**src/design/dtp_consts.svh**
```systemverilog
/*
 constants for the debug, trace and test port: tap states are in the
 package; this header holds status codes and timing counts.
 assumes: included by bare name from design files only.
*/
`ifndef DTP_CONSTS_SVH
`define DTP_CONSTS_SVH

`define DTP_ST_HALTED 4'hf
`define DTP_ST_RST_C 4'hc
`define DTP_ST_RST_D 4'hd
`define DTP_ST_IDLE 4'h0
`define DTP_DS_WIDTH 8
`define DTP_FIFO_DEPTH 16
`define DTP_SCLK_DIV 5

`endif

```
**src/design/dtp_pkg.sv**
```systemverilog
/*
 types for the debug, trace and test port.
 assumes: compiled before the design module.
*/
package dtp_pkg;
    typedef enum logic [3:0] {
        DTP_TLR, DTP_RTI, DTP_SEL_DR, DTP_CAP_DR, DTP_SH_DR, DTP_EX1_DR,
        DTP_PA_DR, DTP_EX2_DR, DTP_UPD_DR, DTP_SEL_IR, DTP_CAP_IR,
        DTP_SH_IR, DTP_EX1_IR, DTP_PA_IR, DTP_EX2_IR, DTP_UPD_IR
    } dtp_tap_t;
endpackage : dtp_pkg

```
**src/design/dtp_fifo.sv**
```systemverilog
/*
 parameterised flip-flop fifo with valid/ready on both sides.
 assumes: single clock, asynchronous active-low reset.
*/
`timescale 1ns/10ps
`default_nettype none
module dtp_fifo #(
    parameter int WIDTH = 4,
    parameter int DEPTH = 16
) (
    input wire logic clk_sys,
    input wire logic rst_n,
    input wire logic in_valid,
    output logic in_ready,
    input wire logic [WIDTH-1:0] in_data,
    output logic out_valid,
    input wire logic out_ready,
    output logic [WIDTH-1:0] out_data
);
    localparam int AW = $clog2(DEPTH);
    logic [WIDTH-1:0] mem_r [DEPTH];
    logic [AW-1:0] wp_r;
    logic [AW-1:0] rp_r;
    logic [AW:0] cnt_r;
    logic push;
    logic pop;

    initial begin
        if (DEPTH < 2 || (1 << AW) != DEPTH)
            $error("fifo depth must be a power of two");
    end

    // honest full/empty from the fill count
    assign in_ready = (cnt_r != (AW+1)'(DEPTH));
    assign out_valid = (cnt_r != '0);
    assign push = in_valid && in_ready;
    assign pop = out_valid && out_ready;
    assign out_data = mem_r[rp_r];

    // storage write
    always_ff @(posedge clk_sys) begin
        if (push)
            mem_r[wp_r] <= in_data;
    end

    // pointers and count
    always_ff @(posedge clk_sys or negedge rst_n) begin
        if (!rst_n) begin
            wp_r <= '0;
            rp_r <= '0;
            cnt_r <= '0;
        end else begin
            if (push)
                wp_r <= wp_r + 1'b1;
            if (pop)
                rp_r <= rp_r + 1'b1;
            if (push && !pop)
                cnt_r <= cnt_r + 1'b1;
            else if (pop && !push)
                cnt_r <= cnt_r - 1'b1;
        end
    end
endmodule : dtp_fifo
`default_nettype wire

```
**src/design/dtp_top.sv**
```systemverilog
/*
 debug, trace and test port: test access port sampling its test clock on clk_sys, a serial
 debug port oversampled by clk_sys, halt handling and status/trace outputs.
 assumes: core supplies status, trace words and instruction-done strobes
 on clk_sys; the trace fifo is drained by the trace output pins.
*/
`timescale 1ns/10ps
`default_nettype none
`include "dtp_consts.svh"
// Function
// - at reset release, strap selects serial debug or boundary-scan pins
// - test reset low asynchronously returns tap logic to its initial state
// - tap state machine advances on mode select captured at test clock rise
// - test data input captured at each test clock rising edge
// - test data output driven only in shift-ir or shift-dr
// - test data output updates on the test clock falling edge
// - serial clock level accepted after two equal bus-clock samples
// - validated serial clock rise samples input and changes output
// - serial input is synchronised and used only after clock seen high
// - serial output comes from a register, delayed from clock validation
// - halt request lets the current instruction finish, then halts
// - while halted, status and combined outputs show 0xf
// - with halt-as-interrupt set, halt request raises debug interrupt
// - status sample clock is a delayed copy centred in output window
// - trace-quiet freezes sample clock, status and trace; triggers stay
// - sample clock idle until first 0xc, 0xd or 0xf status in reset
// - all-ones output is the and of the four status bits
// - status outputs timed to the processor clock, independent of bus
// - trace nibbles timed for sampling on the system clock output
module dtp_top
    import dtp_pkg::*;
#(
    parameter int DS_WIDTH = `DTP_DS_WIDTH,
    parameter int FIFO_DEPTH = `DTP_FIFO_DEPTH
) (
    input wire logic clk_sys,
    input wire logic rst_n,
    input wire logic test_sel_strap,
    input wire logic tap_rst_n,
    input wire logic tap_clk,
    input wire logic tap_mode,
    input wire logic tap_din,
    output logic tap_dout,
    output logic tap_dout_oe,
    input wire logic dbg_serial_clk,
    input wire logic dbg_serial_in,
    output logic dbg_serial_out,
    output logic [DS_WIDTH-1:0] ds_rx_word,
    output logic ds_rx_valid,
    input wire logic [DS_WIDTH-1:0] ds_tx_word,
    input wire logic manual_halt_req,
    input wire logic halt_as_interrupt,
    input wire logic trace_quiet,
    input wire logic insn_done,
    input wire logic halt_release,
    input wire logic [3:0] core_status_in,
    input wire logic [3:0] trace_in,
    input wire logic trace_in_valid,
    output logic trace_in_ready,
    output logic core_halted,
    output logic debug_irq,
    output logic [3:0] core_status_nibble,
    output logic [3:0] trace_data_nibble,
    output logic [7:0] combined_status_data,
    output logic status_all_ones,
    output logic status_sample_clk,
    output logic system_clk_out
);
    initial begin
        if (DS_WIDTH < 2 || DS_WIDTH > 32)
            $error("serial word width out of range");
    end

    // strap pin passes two flops, then is caught once after reset release
    logic [1:0] strap_s_r;
    logic [1:0] strap_age_r;
    logic jtag_sel_r;
    logic strap_done_r;
    always_ff @(posedge clk_sys or negedge rst_n) begin
        if (!rst_n) begin
            strap_s_r <= '0;
            strap_age_r <= '0;
            jtag_sel_r <= 1'b0;
            strap_done_r <= 1'b0;
        end else begin
            strap_s_r <= {strap_s_r[0], test_sel_strap};
            strap_age_r <= {strap_age_r[0], 1'b1};
            if (strap_age_r[1] && !strap_done_r) begin
                jtag_sel_r <= strap_s_r[1];
                strap_done_r <= 1'b1;
            end
        end
    end

    // tap pins: test clock sampled by clk_sys, two flops each
    logic [1:0] tck_s_r, tms_s_r, tdi_s_r, trst_s_r;
    logic tck_d_r;
    always_ff @(posedge clk_sys or negedge rst_n) begin
        if (!rst_n) begin
            // test clock idles high: avoids a false rise after reset
            tck_s_r <= '1;
            tms_s_r <= '0;
            tdi_s_r <= '0;
            trst_s_r <= '0;
            tck_d_r <= 1'b1;
        end else begin
            tck_s_r <= {tck_s_r[0], tap_clk};
            tms_s_r <= {tms_s_r[0], tap_mode};
            tdi_s_r <= {tdi_s_r[0], tap_din};
            trst_s_r <= {trst_s_r[0], tap_rst_n};
            tck_d_r <= tck_s_r[1];
        end
    end
    logic tck_rise, tck_fall, tap_on;
    assign tap_on = jtag_sel_r && strap_done_r;
    assign tck_rise = tap_on && tck_s_r[1] && !tck_d_r;
    assign tck_fall = tap_on && !tck_s_r[1] && tck_d_r;

    // tap controller; test reset pin clears it without any clock edge
    dtp_tap_t tap_r;
    dtp_tap_t tap_nxt;
    logic tap_arst_n;
    assign tap_arst_n = rst_n && tap_rst_n;
    always_comb begin
        tap_nxt = tap_r;
        unique case (tap_r)
            DTP_TLR: tap_nxt = tms_s_r[1] ? DTP_TLR : DTP_RTI;
            DTP_RTI: tap_nxt = tms_s_r[1] ? DTP_SEL_DR : DTP_RTI;
            DTP_SEL_DR: tap_nxt = tms_s_r[1] ? DTP_SEL_IR : DTP_CAP_DR;
            DTP_CAP_DR: tap_nxt = tms_s_r[1] ? DTP_EX1_DR : DTP_SH_DR;
            DTP_SH_DR: tap_nxt = tms_s_r[1] ? DTP_EX1_DR : DTP_SH_DR;
            DTP_EX1_DR: tap_nxt = tms_s_r[1] ? DTP_UPD_DR : DTP_PA_DR;
            DTP_PA_DR: tap_nxt = tms_s_r[1] ? DTP_EX2_DR : DTP_PA_DR;
            DTP_EX2_DR: tap_nxt = tms_s_r[1] ? DTP_UPD_DR : DTP_SH_DR;
            DTP_UPD_DR: tap_nxt = tms_s_r[1] ? DTP_SEL_DR : DTP_RTI;
            DTP_SEL_IR: tap_nxt = tms_s_r[1] ? DTP_TLR : DTP_CAP_IR;
            DTP_CAP_IR: tap_nxt = tms_s_r[1] ? DTP_EX1_IR : DTP_SH_IR;
            DTP_SH_IR: tap_nxt = tms_s_r[1] ? DTP_EX1_IR : DTP_SH_IR;
            DTP_EX1_IR: tap_nxt = tms_s_r[1] ? DTP_UPD_IR : DTP_PA_IR;
            DTP_PA_IR: tap_nxt = tms_s_r[1] ? DTP_EX2_IR : DTP_PA_IR;
            DTP_EX2_IR: tap_nxt = tms_s_r[1] ? DTP_UPD_IR : DTP_SH_IR;
            DTP_UPD_IR: tap_nxt = tms_s_r[1] ? DTP_SEL_DR : DTP_RTI;
        endcase
    end
    // shift regs: ir is 4 bits, dr is a 1-bit bypass
    logic [3:0] ir_r;
    logic bypass_r;
    logic shifting;
    assign shifting = (tap_r == DTP_SH_IR) || (tap_r == DTP_SH_DR);
    always_ff @(posedge clk_sys or negedge tap_arst_n) begin
        if (!tap_arst_n) begin
            tap_r <= DTP_TLR;
            ir_r <= 4'h1;
            bypass_r <= 1'b0;
        end else if (!trst_s_r[1]) begin
            tap_r <= DTP_TLR; // held while the pin is low
            ir_r <= 4'h1;
            bypass_r <= 1'b0;
        end else if (tck_rise) begin
            tap_r <= tap_nxt;
            if (tap_r == DTP_CAP_IR)
                ir_r <= 4'h1;
            else if (tap_r == DTP_SH_IR)
                ir_r <= {tdi_s_r[1], ir_r[3:1]};
            if (tap_r == DTP_CAP_DR)
                bypass_r <= 1'b0;
            else if (tap_r == DTP_SH_DR)
                bypass_r <= tdi_s_r[1];
        end
    end
    // output changes only on test clock fall, enabled only while shifting
    always_ff @(posedge clk_sys or negedge tap_arst_n) begin
        if (!tap_arst_n) begin
            tap_dout <= 1'b0;
            tap_dout_oe <= 1'b0;
        end else if (tck_fall) begin
            tap_dout <= (tap_r == DTP_SH_IR) ? ir_r[0] : bypass_r;
            tap_dout_oe <= shifting;
        end
    end

    // serial debug: two flops, then a level is kept only if two agree
    logic [1:0] dsc_s_r, dsi_s_r;
    logic dsc_prev_r, dsc_lvl_r;
    always_ff @(posedge clk_sys or negedge rst_n) begin
        if (!rst_n) begin
            dsc_s_r <= '0;
            dsi_s_r <= '0;
            dsc_prev_r <= 1'b0;
            dsc_lvl_r <= 1'b0;
        end else begin
            dsc_s_r <= {dsc_s_r[0], dbg_serial_clk};
            dsi_s_r <= {dsi_s_r[0], dbg_serial_in};
            dsc_prev_r <= dsc_s_r[1];
            if (dsc_s_r[1] == dsc_prev_r)
                dsc_lvl_r <= dsc_s_r[1];
        end
    end
    logic ds_rise;
    assign ds_rise = !tap_on && strap_done_r && !dsc_lvl_r &&
                     dsc_s_r[1] && dsc_prev_r;
    // serial shifter: sample and change output on validated rise
    logic [DS_WIDTH-1:0] ds_sh_r, ds_tx_r;
    logic [$clog2(DS_WIDTH+1)-1:0] ds_cnt_r;
    always_ff @(posedge clk_sys or negedge rst_n) begin
        if (!rst_n) begin
            ds_sh_r <= '0;
            ds_tx_r <= '0;
            ds_cnt_r <= '0;
            dbg_serial_out <= 1'b0;
            ds_rx_word <= '0;
            ds_rx_valid <= 1'b0;
        end else begin
            ds_rx_valid <= 1'b0;
            if (ds_rise) begin
                ds_sh_r <= {ds_sh_r[DS_WIDTH-2:0], dsi_s_r[1]};
                dbg_serial_out <= ds_tx_r[DS_WIDTH-1];
                ds_tx_r <= {ds_tx_r[DS_WIDTH-2:0], 1'b0};
                if (ds_cnt_r == ($bits(ds_cnt_r))'(DS_WIDTH-1)) begin
                    ds_cnt_r <= '0;
                    ds_rx_word <= {ds_sh_r[DS_WIDTH-2:0], dsi_s_r[1]};
                    ds_rx_valid <= 1'b1;
                    ds_tx_r <= ds_tx_word; // next response word
                end else begin
                    ds_cnt_r <= ds_cnt_r + 1'b1;
                end
            end
        end
    end

    // halt request: synchronised, acted on at instruction boundary
    logic [1:0] bk_s_r;
    logic bk_pend_r;
    always_ff @(posedge clk_sys or negedge rst_n) begin
        if (!rst_n) begin
            bk_s_r <= '0;
            bk_pend_r <= 1'b0;
            core_halted <= 1'b0;
            debug_irq <= 1'b0;
        end else begin
            bk_s_r <= {bk_s_r[0], manual_halt_req};
            debug_irq <= 1'b0;
            if (bk_s_r[1])
                bk_pend_r <= 1'b1; // new request wins over the clear
            else if (insn_done)
                bk_pend_r <= 1'b0;
            if (bk_pend_r && insn_done) begin
                if (halt_as_interrupt)
                    debug_irq <= 1'b1;
                else
                    core_halted <= 1'b1;
            end else if (halt_release)
                core_halted <= 1'b0;
        end
    end

    // trace fifo, drained one word per status window
    logic tr_valid, tr_pop;
    logic [3:0] tr_word;
    dtp_fifo #(.WIDTH(4), .DEPTH(FIFO_DEPTH)) u_fifo (
        .clk_sys(clk_sys),
        .rst_n(rst_n),
        .in_valid(trace_in_valid),
        .in_ready(trace_in_ready),
        .in_data(trace_in),
        .out_valid(tr_valid),
        .out_ready(tr_pop),
        .out_data(tr_word)
    );

    // processor clock divided from clk_sys; sample clock runs one clk_sys cycle behind
    logic [2:0] div_r;
    logic started_r;
    logic win_start;
    logic [3:0] st_eff;
    assign win_start = (div_r == 3'h0);
    assign st_eff = core_halted ? `DTP_ST_HALTED : core_status_in;
    assign tr_pop = win_start && !trace_quiet && started_r;
    always_ff @(posedge clk_sys or negedge rst_n) begin
        if (!rst_n) begin
            div_r <= '0;
            started_r <= 1'b0;
            system_clk_out <= 1'b0;
            status_sample_clk <= 1'b0;
        end else begin
            div_r <= (div_r == 3'(`DTP_SCLK_DIV - 1)) ? 3'h0 : div_r + 3'h1;
            system_clk_out <= (div_r < 3'h2);
            if (st_eff == `DTP_ST_RST_C || st_eff == `DTP_ST_RST_D ||
                st_eff == `DTP_ST_HALTED)
                started_r <= 1'b1;
            // rise in mid window; frozen while quiet
            if (started_r && !trace_quiet)
                status_sample_clk <= (div_r == 3'h1) || (div_r == 3'h2);
        end
    end

    // status and trace launched at each processor clock window start
    always_ff @(posedge clk_sys or negedge rst_n) begin
        if (!rst_n) begin
            core_status_nibble <= `DTP_ST_IDLE;
            trace_data_nibble <= '0;
        end else if (win_start && !trace_quiet) begin
            core_status_nibble <= st_eff;
            if (tr_pop)
                trace_data_nibble <= tr_valid ? tr_word : 4'h0;
        end
    end
    assign status_all_ones = &core_status_nibble;
    assign combined_status_data = {core_status_nibble, trace_data_nibble};

    a_dout_quiet: assert property (@(posedge clk_sys) disable iff (!rst_n)
        !shifting && tck_fall |=> !tap_dout_oe)
        else $error("test output driven outside shift");
    a_dout_edge: assert property (@(posedge clk_sys) disable iff (!tap_arst_n)
        $changed(tap_dout_oe) |-> $past(tck_fall))
        else $error("test output changed off falling edge");
    a_halt_code: assert property (@(posedge clk_sys) disable iff (!rst_n)
        core_halted && win_start && !trace_quiet |=>
        core_status_nibble == 4'hf)
        else $error("halted status not shown");
    a_halt_irq: assert property (@(posedge clk_sys) disable iff (!rst_n)
        bk_pend_r && insn_done && halt_as_interrupt |=> debug_irq)
        else $error("debug interrupt missing");
    a_halt_boundary: assert property (@(posedge clk_sys) disable iff (!rst_n)
        $rose(core_halted) |-> $past(insn_done))
        else $error("halt without instruction boundary");
    a_quiet_freeze: assert property (@(posedge clk_sys) disable iff (!rst_n)
        trace_quiet ##1 trace_quiet |-> $stable(status_sample_clk) &&
        $stable(core_status_nibble))
        else $error("outputs toggled while quiet");
    a_sclk_idle: assert property (@(posedge clk_sys) disable iff (!rst_n)
        !started_r |=> !status_sample_clk)
        else $error("sample clock started early");
    a_all_ones: assert property (@(posedge clk_sys) disable iff (!rst_n)
        status_all_ones == (core_status_nibble == 4'hf))
        else $error("all-ones output wrong");
    a_ds_level: assert property (@(posedge clk_sys) disable iff (!rst_n)
        $changed(dsc_lvl_r) |-> $past(dsc_s_r[1]) == $past(dsc_prev_r))
        else $error("serial clock level accepted early");
    a_tap_reset: assert property (@(posedge clk_sys) disable iff (!rst_n)
        !trst_s_r[1] |=> tap_r == DTP_TLR)
        else $error("tap not reset");
endmodule : dtp_top
`default_nettype wire

```
**config.mk**
```make
export PLATFORM = sky130hd
export DESIGN_NAME = dtp_top
export DESIGN_NICKNAME = d
export VERILOG_FILES = /design/src/design/dtp_pkg.sv /design/src/design/dtp_fifo.sv /design/src/design/dtp_top.sv
export VERILOG_INCLUDE_DIRS = /design/src /design/src/design
export SDC_FILE = /design/constraint.sdc
export NUM_CORES = 1
export LEC_CHECK = 0
export BUFFER_PORTS_ARGS = -buffer_cell sky130_fd_sc_hd__buf_4
export CAP_MARGIN = 20
export CORE_AREA = 2 2 81 160
export DETAILED_ROUTE_END_ITERATION = 12
export DIE_AREA = 0 0 83 162
export PLACE_DENSITY = 0.74
export SLEW_MARGIN = 40
export SYNTH_ARGS = -nofsm -noshare
export SYNTH_HDL_FRONTEND = slang
export SYNTH_HIERARCHICAL = 1
export SYNTH_SLANG_ARGS = --single-unit
```
**constraint.sdc**
```tcl
create_clock -name clk_sys -period 4.29 [get_ports clk_sys]
set_clock_uncertainty 0.1 [all_clocks]
set_input_delay 0.858 -clock clk_sys [delete_from_list [all_inputs] [get_ports clk_sys]]
set_output_delay 0.858 -clock clk_sys [all_outputs]
set_load 0.02 [all_outputs]
```
# Word level (Yosys, flattened, before mapping)
# Memories as Yosys holds them, arrays and structs flattened.
# Index checks and enable logic that the tools add are counted.
# totals
in_bits,31
mem_count,1
elab_cells,161
ram_bits,64
regBits,93
out_inout_bits,34
# mem_list
name,words,word_bits,read_ports,rd_ports_with_merged_regs,write_ports,line,source
u_fifo.mem_r,16,4,1,0,1,dtp_fifo.sv:21,logic [WIDTH-1:0] mem_r [DEPTH];
# op_classes
order_cmp,1
muxes,42
eq_ne,28
n_reduce_logical,46
add_sub_neg,6
# ops
op,count
4-bit two-way mux,13
4-bit case mux with 12 select lines,1
"4-bit == test, second input constant",11
"4-bit by 3-bit == test with 1-bit output, second input constant",5
1-bit logical AND,19
1-bit two-way mux,19
"4-bit by 1-bit adder with 4-bit output, second input constant",3
5-bit two-way mux,2
2-bit AND reduction,5
3-bit two-way mux,3
"4-bit by 2-bit == test with 1-bit output, second input constant",2
1-bit logical NOT,8
8-bit two-way mux,1
2-bit two-way mux,3
"3-bit by 1-bit inequality test with 1-bit output, second input constant",2
2-bit nonzero test,3
"5-bit by 1-bit adder with 5-bit output, second input constant",1
"5-bit inequality test, second input constant",1
5-bit nonzero test,1
"5-bit by 1-bit subtractor with 5-bit output, second input constant",1
"4-bit by 1-bit == test with 1-bit output, second input constant",1
4-bit logical NOT,1
1-bit logical OR,4
4-bit AND reduction,1
11 further kinds,12

# Longest topological paths before layout
# depth
word_depth,7
ltp_mapped,13
mapped_depth_nobuf,13

# Cells and area by module
# The synthesis kept the hierarchy.
# modules_own_cells
module,seq_area_each_um2,area_per_inst_um2,n_inst,cells_each
dtp_fifo,2247.2,3308.2,1,202
dtp_top,2006.9,3284.4,1,279

# Worst setup path after synthesis
# Ideal clock, no wire load.
# synth_timing
kind,input-to-reg
from,input trace_quiet
to,register u_fifo.cnt_r[4]
setup_ps,80
required_time_ps,4110
path_stages,11
arrival_time_ps,2912
path_buffers,0
setup_slack_ps,1198
cell_sequence,nor3b_2 nand2_1 inv_1 nand2_1 ha_1 inv_1 ha_1 a21o_1 a21oi_1 mux2i_1 xnor2_1
# synth_between
elab_chain_cells,7
elab_cells_between_ends,9
cone_classes,1 x mux; 8 x reduce/logical
# synth_rtl
element,line,source
from (decl),dtp_top.sv:53,"input wire logic trace_quiet,"
1-bit logical NOT (*),dtp_top.sv:278,assign tr_pop = win_start && !trace_quiet && started_r;
1-bit logical AND (*) (2 in a row),dtp_top.sv:278,
via tr_pop,dtp_top.sv:258,"logic tr_valid, tr_pop;"
1-bit logical AND (*),dtp_fifo.sv:37,assign pop = out_valid && out_ready;
1-bit logical NOT,dtp_fifo.sv:57,if (push && !pop)
1-bit logical AND,dtp_fifo.sv:57,
5-bit two-way mux or 2-bit nonzero test (tied branches),n/a,
to (signal assigned),dtp_fifo.sv:58,cnt_r <= cnt_r + 1'b1;
to (signal assigned),dtp_fifo.sv:60,cnt_r <= cnt_r - 1'b1;
to (decl),dtp_fifo.sv:24,logic [AW:0] cnt_r;
# Mark *: on every way through the listed nets, which the timed path passes. The rest lies on a longest branch.
# A chain may end at the register's enable or synchronous reset.

# Worst setup path after layout
# layout_timing
from,register div_r[0]
to,register u_fifo.cnt_r[4]
# layout_between
elab_chain_cells,7
elab_cells_between_ends,9
cone_classes,1 x mux; 8 x reduce/logical
# layout_rtl
element,line,source
from (decl),dtp_top.sv:272,logic [2:0] div_r;
from (signal assigned),dtp_top.sv:286,div_r <= (div_r == 3'(`DTP_SCLK_DIV - 1)) ? 3'h0 : div_r + 3'h1;
3-bit logical NOT (*),dtp_top.sv:276,assign win_start = (div_r == 3'h0);
1-bit logical AND (*) (2 in a row),dtp_top.sv:278,
via tr_pop,dtp_top.sv:258,
1-bit logical AND (*),dtp_fifo.sv:37,
1-bit logical NOT,dtp_fifo.sv:57,
1-bit logical AND,dtp_fifo.sv:57,
5-bit two-way mux or 2-bit nonzero test (tied branches),n/a,
# Marked as above.

==> results.json <==
{
  "drive_gt1_share_pct": 23.87,
  "clkLatencyLatePin_ns": 0.41,
  "drt_iter0_drc": 233,
  "firstDrtPassIters": 4,
  "drtAntennaViolNets": 0,
  "mappedNetlistArea_sq_mm": 0.006593,
  "postCtsHoldBufs": 0,
  "drt-wirelength-per-cell_microns": 18.39,
  "die_area_sq_mm": 0.01345,
  "num_antenna_cells": 0,
  "synth_top_area_share_pct": 33.78,
  "synth_area_leaders": "dfrtp_1, edfxtp_1, mux2i_1, mux2_2, ha_1",
  "p_leak_uw": 0.003288,
  "cts.sinks": 157,
  "num_rows": 57,
  "grt_max_degree": 53,
  "cts_tree": "built",
  "rsz0062_at_grt": "false",
  "io_pins": 65,
  "routed_wl_microns": 12870,
  "initial_core_util_pct": 54.06,
  "finalSetupTns_ns": 0,
  "finish.utilization_pct": 63.80,
  "fmaxAchievable_ghz": 0.3035,
  "slew_viol_final": 0,
  "setup_viol": 0,
  "r2r-end": "u_fifo/cnt_r[4]$_DFFE_PN0P_",
  "drc_errors": 0,
  "slew_headroom_pct": 47.23,
  "ys_types": 58,
  "synth-seq-cells": 157,
  "critPathCapture": "u_fifo/cnt_r[4]$_DFFE_PN0P_",
  "multiInputGateArea_sq_mm": 0.002126,
  "routed_via_density": 5.603,
  "grt_usage_pct": 20.19,
  "endpoint_kind": "register",
  "start_kind": "register",
  "area_delta_synth_final_pct": 18.03,
  "avgSynthCellArea_sq_um": 13.71,
  "antenna_found_initial": 0,
  "hpwl_microns": 8970,
  "die_y_microns": 162,
  "period_share_pct": 76.80,
  "cts_setup_buffers": 0,
  "power_density_mw_per_mm2": 618.4,
  "power_uw": 4812,
  "clock_path_buffers": 2,
  "cts-root-buf": "clkbuf_16",
  "grt_pass1_wl_microns": 20920,
  "hold_violations": 0,
  "htreeDepth": 4,
  "synth_area_leader_cell": "dfrtp_1",
  "hold_ws_ns": 0.2517,
  "gr-total-overflow": 0,
  "worstPathRequired_ns": 4.52,
  "yosys_most_used_dff": "dfrtp_1",
  "grt_pass1_vias": 4122,
  "synth-seq-area-share_pct": 64.53,
  "final_cell_mix": "dfrtp_1, buf_4, edfxtp_1, nand2_1, nor2_1",
  "netlist_instances": 481,
  "synth_warnings": 6,
  "critPathKind": "register to register",
  "routabilityCongestion": 0.8701,
  "cap_violations": 0,
  "critPathMaxFanout": 9,
  "cp.arrival_ns": 3.52,
  "vias": 3922,
  "worst_slew_pin_slew_ns": 0.7916,
  "finalCriticalPeriod_ns": 3.295,
  "r2r_cells": 13,
  "n_fill_cell": 875,
  "numPortBuffers": 64,
  "synth-async-reset-ratio_pct": 59.24,
  "r2r-start": "div_r[0]$_DFF_PN0_",
  "path_clk_slew_ns": 0.06,
  "status": "complete, no violations",
  "irDropWorstVdd_uv": 452.8,
  "fin_nets": 586,
  "regArea_sq_mm": 0.004254,
  "r2r_slack_ns": 1.0,
  "layout_commonest_cell": "dfrtp_1",
  "startpoint": "div_r[0]$_DFF_PN0_",
  "die_x_microns": 83,
  "core_area_sq_mm": 0.01220,
  "cts_resized": 0,
  "cts_made_buffers": 17,
  "synth_edf_count": 64,
  "syn_nets": 527,
  "hold_path.class": "register to register"
}
[per-layer routing]
metal	wire (microns)	track usage, %	up-vias
met3	453	3.608	13
met4	186	9.091	0
met5	0	0	-
li1	-	-	1864
met1	4682	21.20	1951
met2	7551	38.49	94
[critical path, stage by stage, from the launching register on]
cell	delay, ns
dfrtp_1	0.41
inv_1	0.10
ha_1	0.20
nor3b_2	0.46
nand2_1	0.28
inv_1	0.16
nand2_1	0.12
ha_1	0.22
inv_1	0.16
ha_1	0.30
a21o_1	0.17
a21oi_1	0.17
mux2i_1	0.23
xnor2_1	0.13
[layout make-up]
class,instances,area share [%]
clock buffers,19,5.692
clock inverters,13,3.055
inverters,11,0.5306
multi-input cells,287,27.32
flip-flops and latches,157,54.67
well taps,147,2.364
repair buffers,66,6.368
[per-stage QoR]
stage	instances	area, sq um	setup slack (ns)
6_report	700	7781	0.9951
5_1_grt	700	7781	0.5680
4_1_cts	700	7781	0.9908
3_5_place_dp	668	7101	0.7440
3_3_place_gp	668	7101	0.8384
2_1_floorplan	481	6593	1.198
[report_power, final]
| group | internal [uW] | switching [uW] | total (uW) | leakage [uW] |
|---|---|---|---|---|
| Clock | 1110 | 583 | 1690 | 0.000320 |
| Combinational | 492 | 547 | 1040 | 0.00124 |
| Sequential | 1810 | 265 | 2080 | 0.00173 |
| Total | 3420 | 1400 | 4810 | 0.00329 |
[sequential cells by signal (all words and copies together), names as in the netlist, 3 cells and up]
name / flops
core_status_nibble: 4
div_r: 3
ds_cnt_r: 4
ds_rx_word: 8
ds_sh_r: 7
ds_tx_r: 8
ir_r: 4
tap_r: 4
trace_data_nibble: 4
u_fifo/cnt_r: 5
u_fifo/mem_r: 64
u_fifo/rp_r: 4
u_fifo/wp_r: 4
[how the worst min path moves through the flow]
stage | from | to | slack (ns) | depth (start not counted)
finish | dsi_s_r[0]$_DFF_PN0_ | dsi_s_r[1]$_DFF_PN0_ | 0.25 | 0
detailed placement | tms_s_r[0]$_DFF_PN0_ | tms_s_r[1]$_DFF_PN0_ | 0.24 | 0
CTS | dsi_s_r[0]$_DFF_PN0_ | dsi_s_r[1]$_DFF_PN0_ | 0.26 | 0
floorplan | bk_s_r[0]$_DFF_PN0_ | bk_s_r[1]$_DFF_PN0_ | 0.23 | 0
global placement | dsi_s_r[0]$_DFF_PN0_ | dsi_s_r[1]$_DFF_PN0_ | 0.23 | 0
global route | dsi_s_r[0]$_DFF_PN0_ | dsi_s_r[1]$_DFF_PN0_ | 0.26 | 0
[kinds of logic (layout without fill, tap and decap cells)]
kind of cell    Yosys count  after routing  synth area share [%]
buf+inv                  37            109                 3.226
compound gates           78             78                 7.421
fa+ha+maj                16             16                 3.113
other cells               1              1               0.05688
mux                      56             56                 10.70
xor+xnor                 11             11                 1.461
simple gates            125            125                 9.490
flops                   157            157                 64.53
[synthesized netlist by cell type, drive strengths merged, types with 8 or more instances]
| cell type | count |
|---|---|
| a21oi | 17 |
| a221oi | 8 |
| buf | 17 |
| clkbuf | 9 |
| dfrtp | 89 |
| edfxtp | 64 |
| ha | 14 |
| inv | 11 |
| mux2 | 21 |
| mux2i | 27 |
| mux4 | 8 |
| nand2 | 44 |
| nand2b | 8 |
| nand3 | 9 |
| nor2 | 32 |
| o21ai | 29 |
| xnor2 | 10 |
No activity file was read; power rests on OpenSTA's default activity.
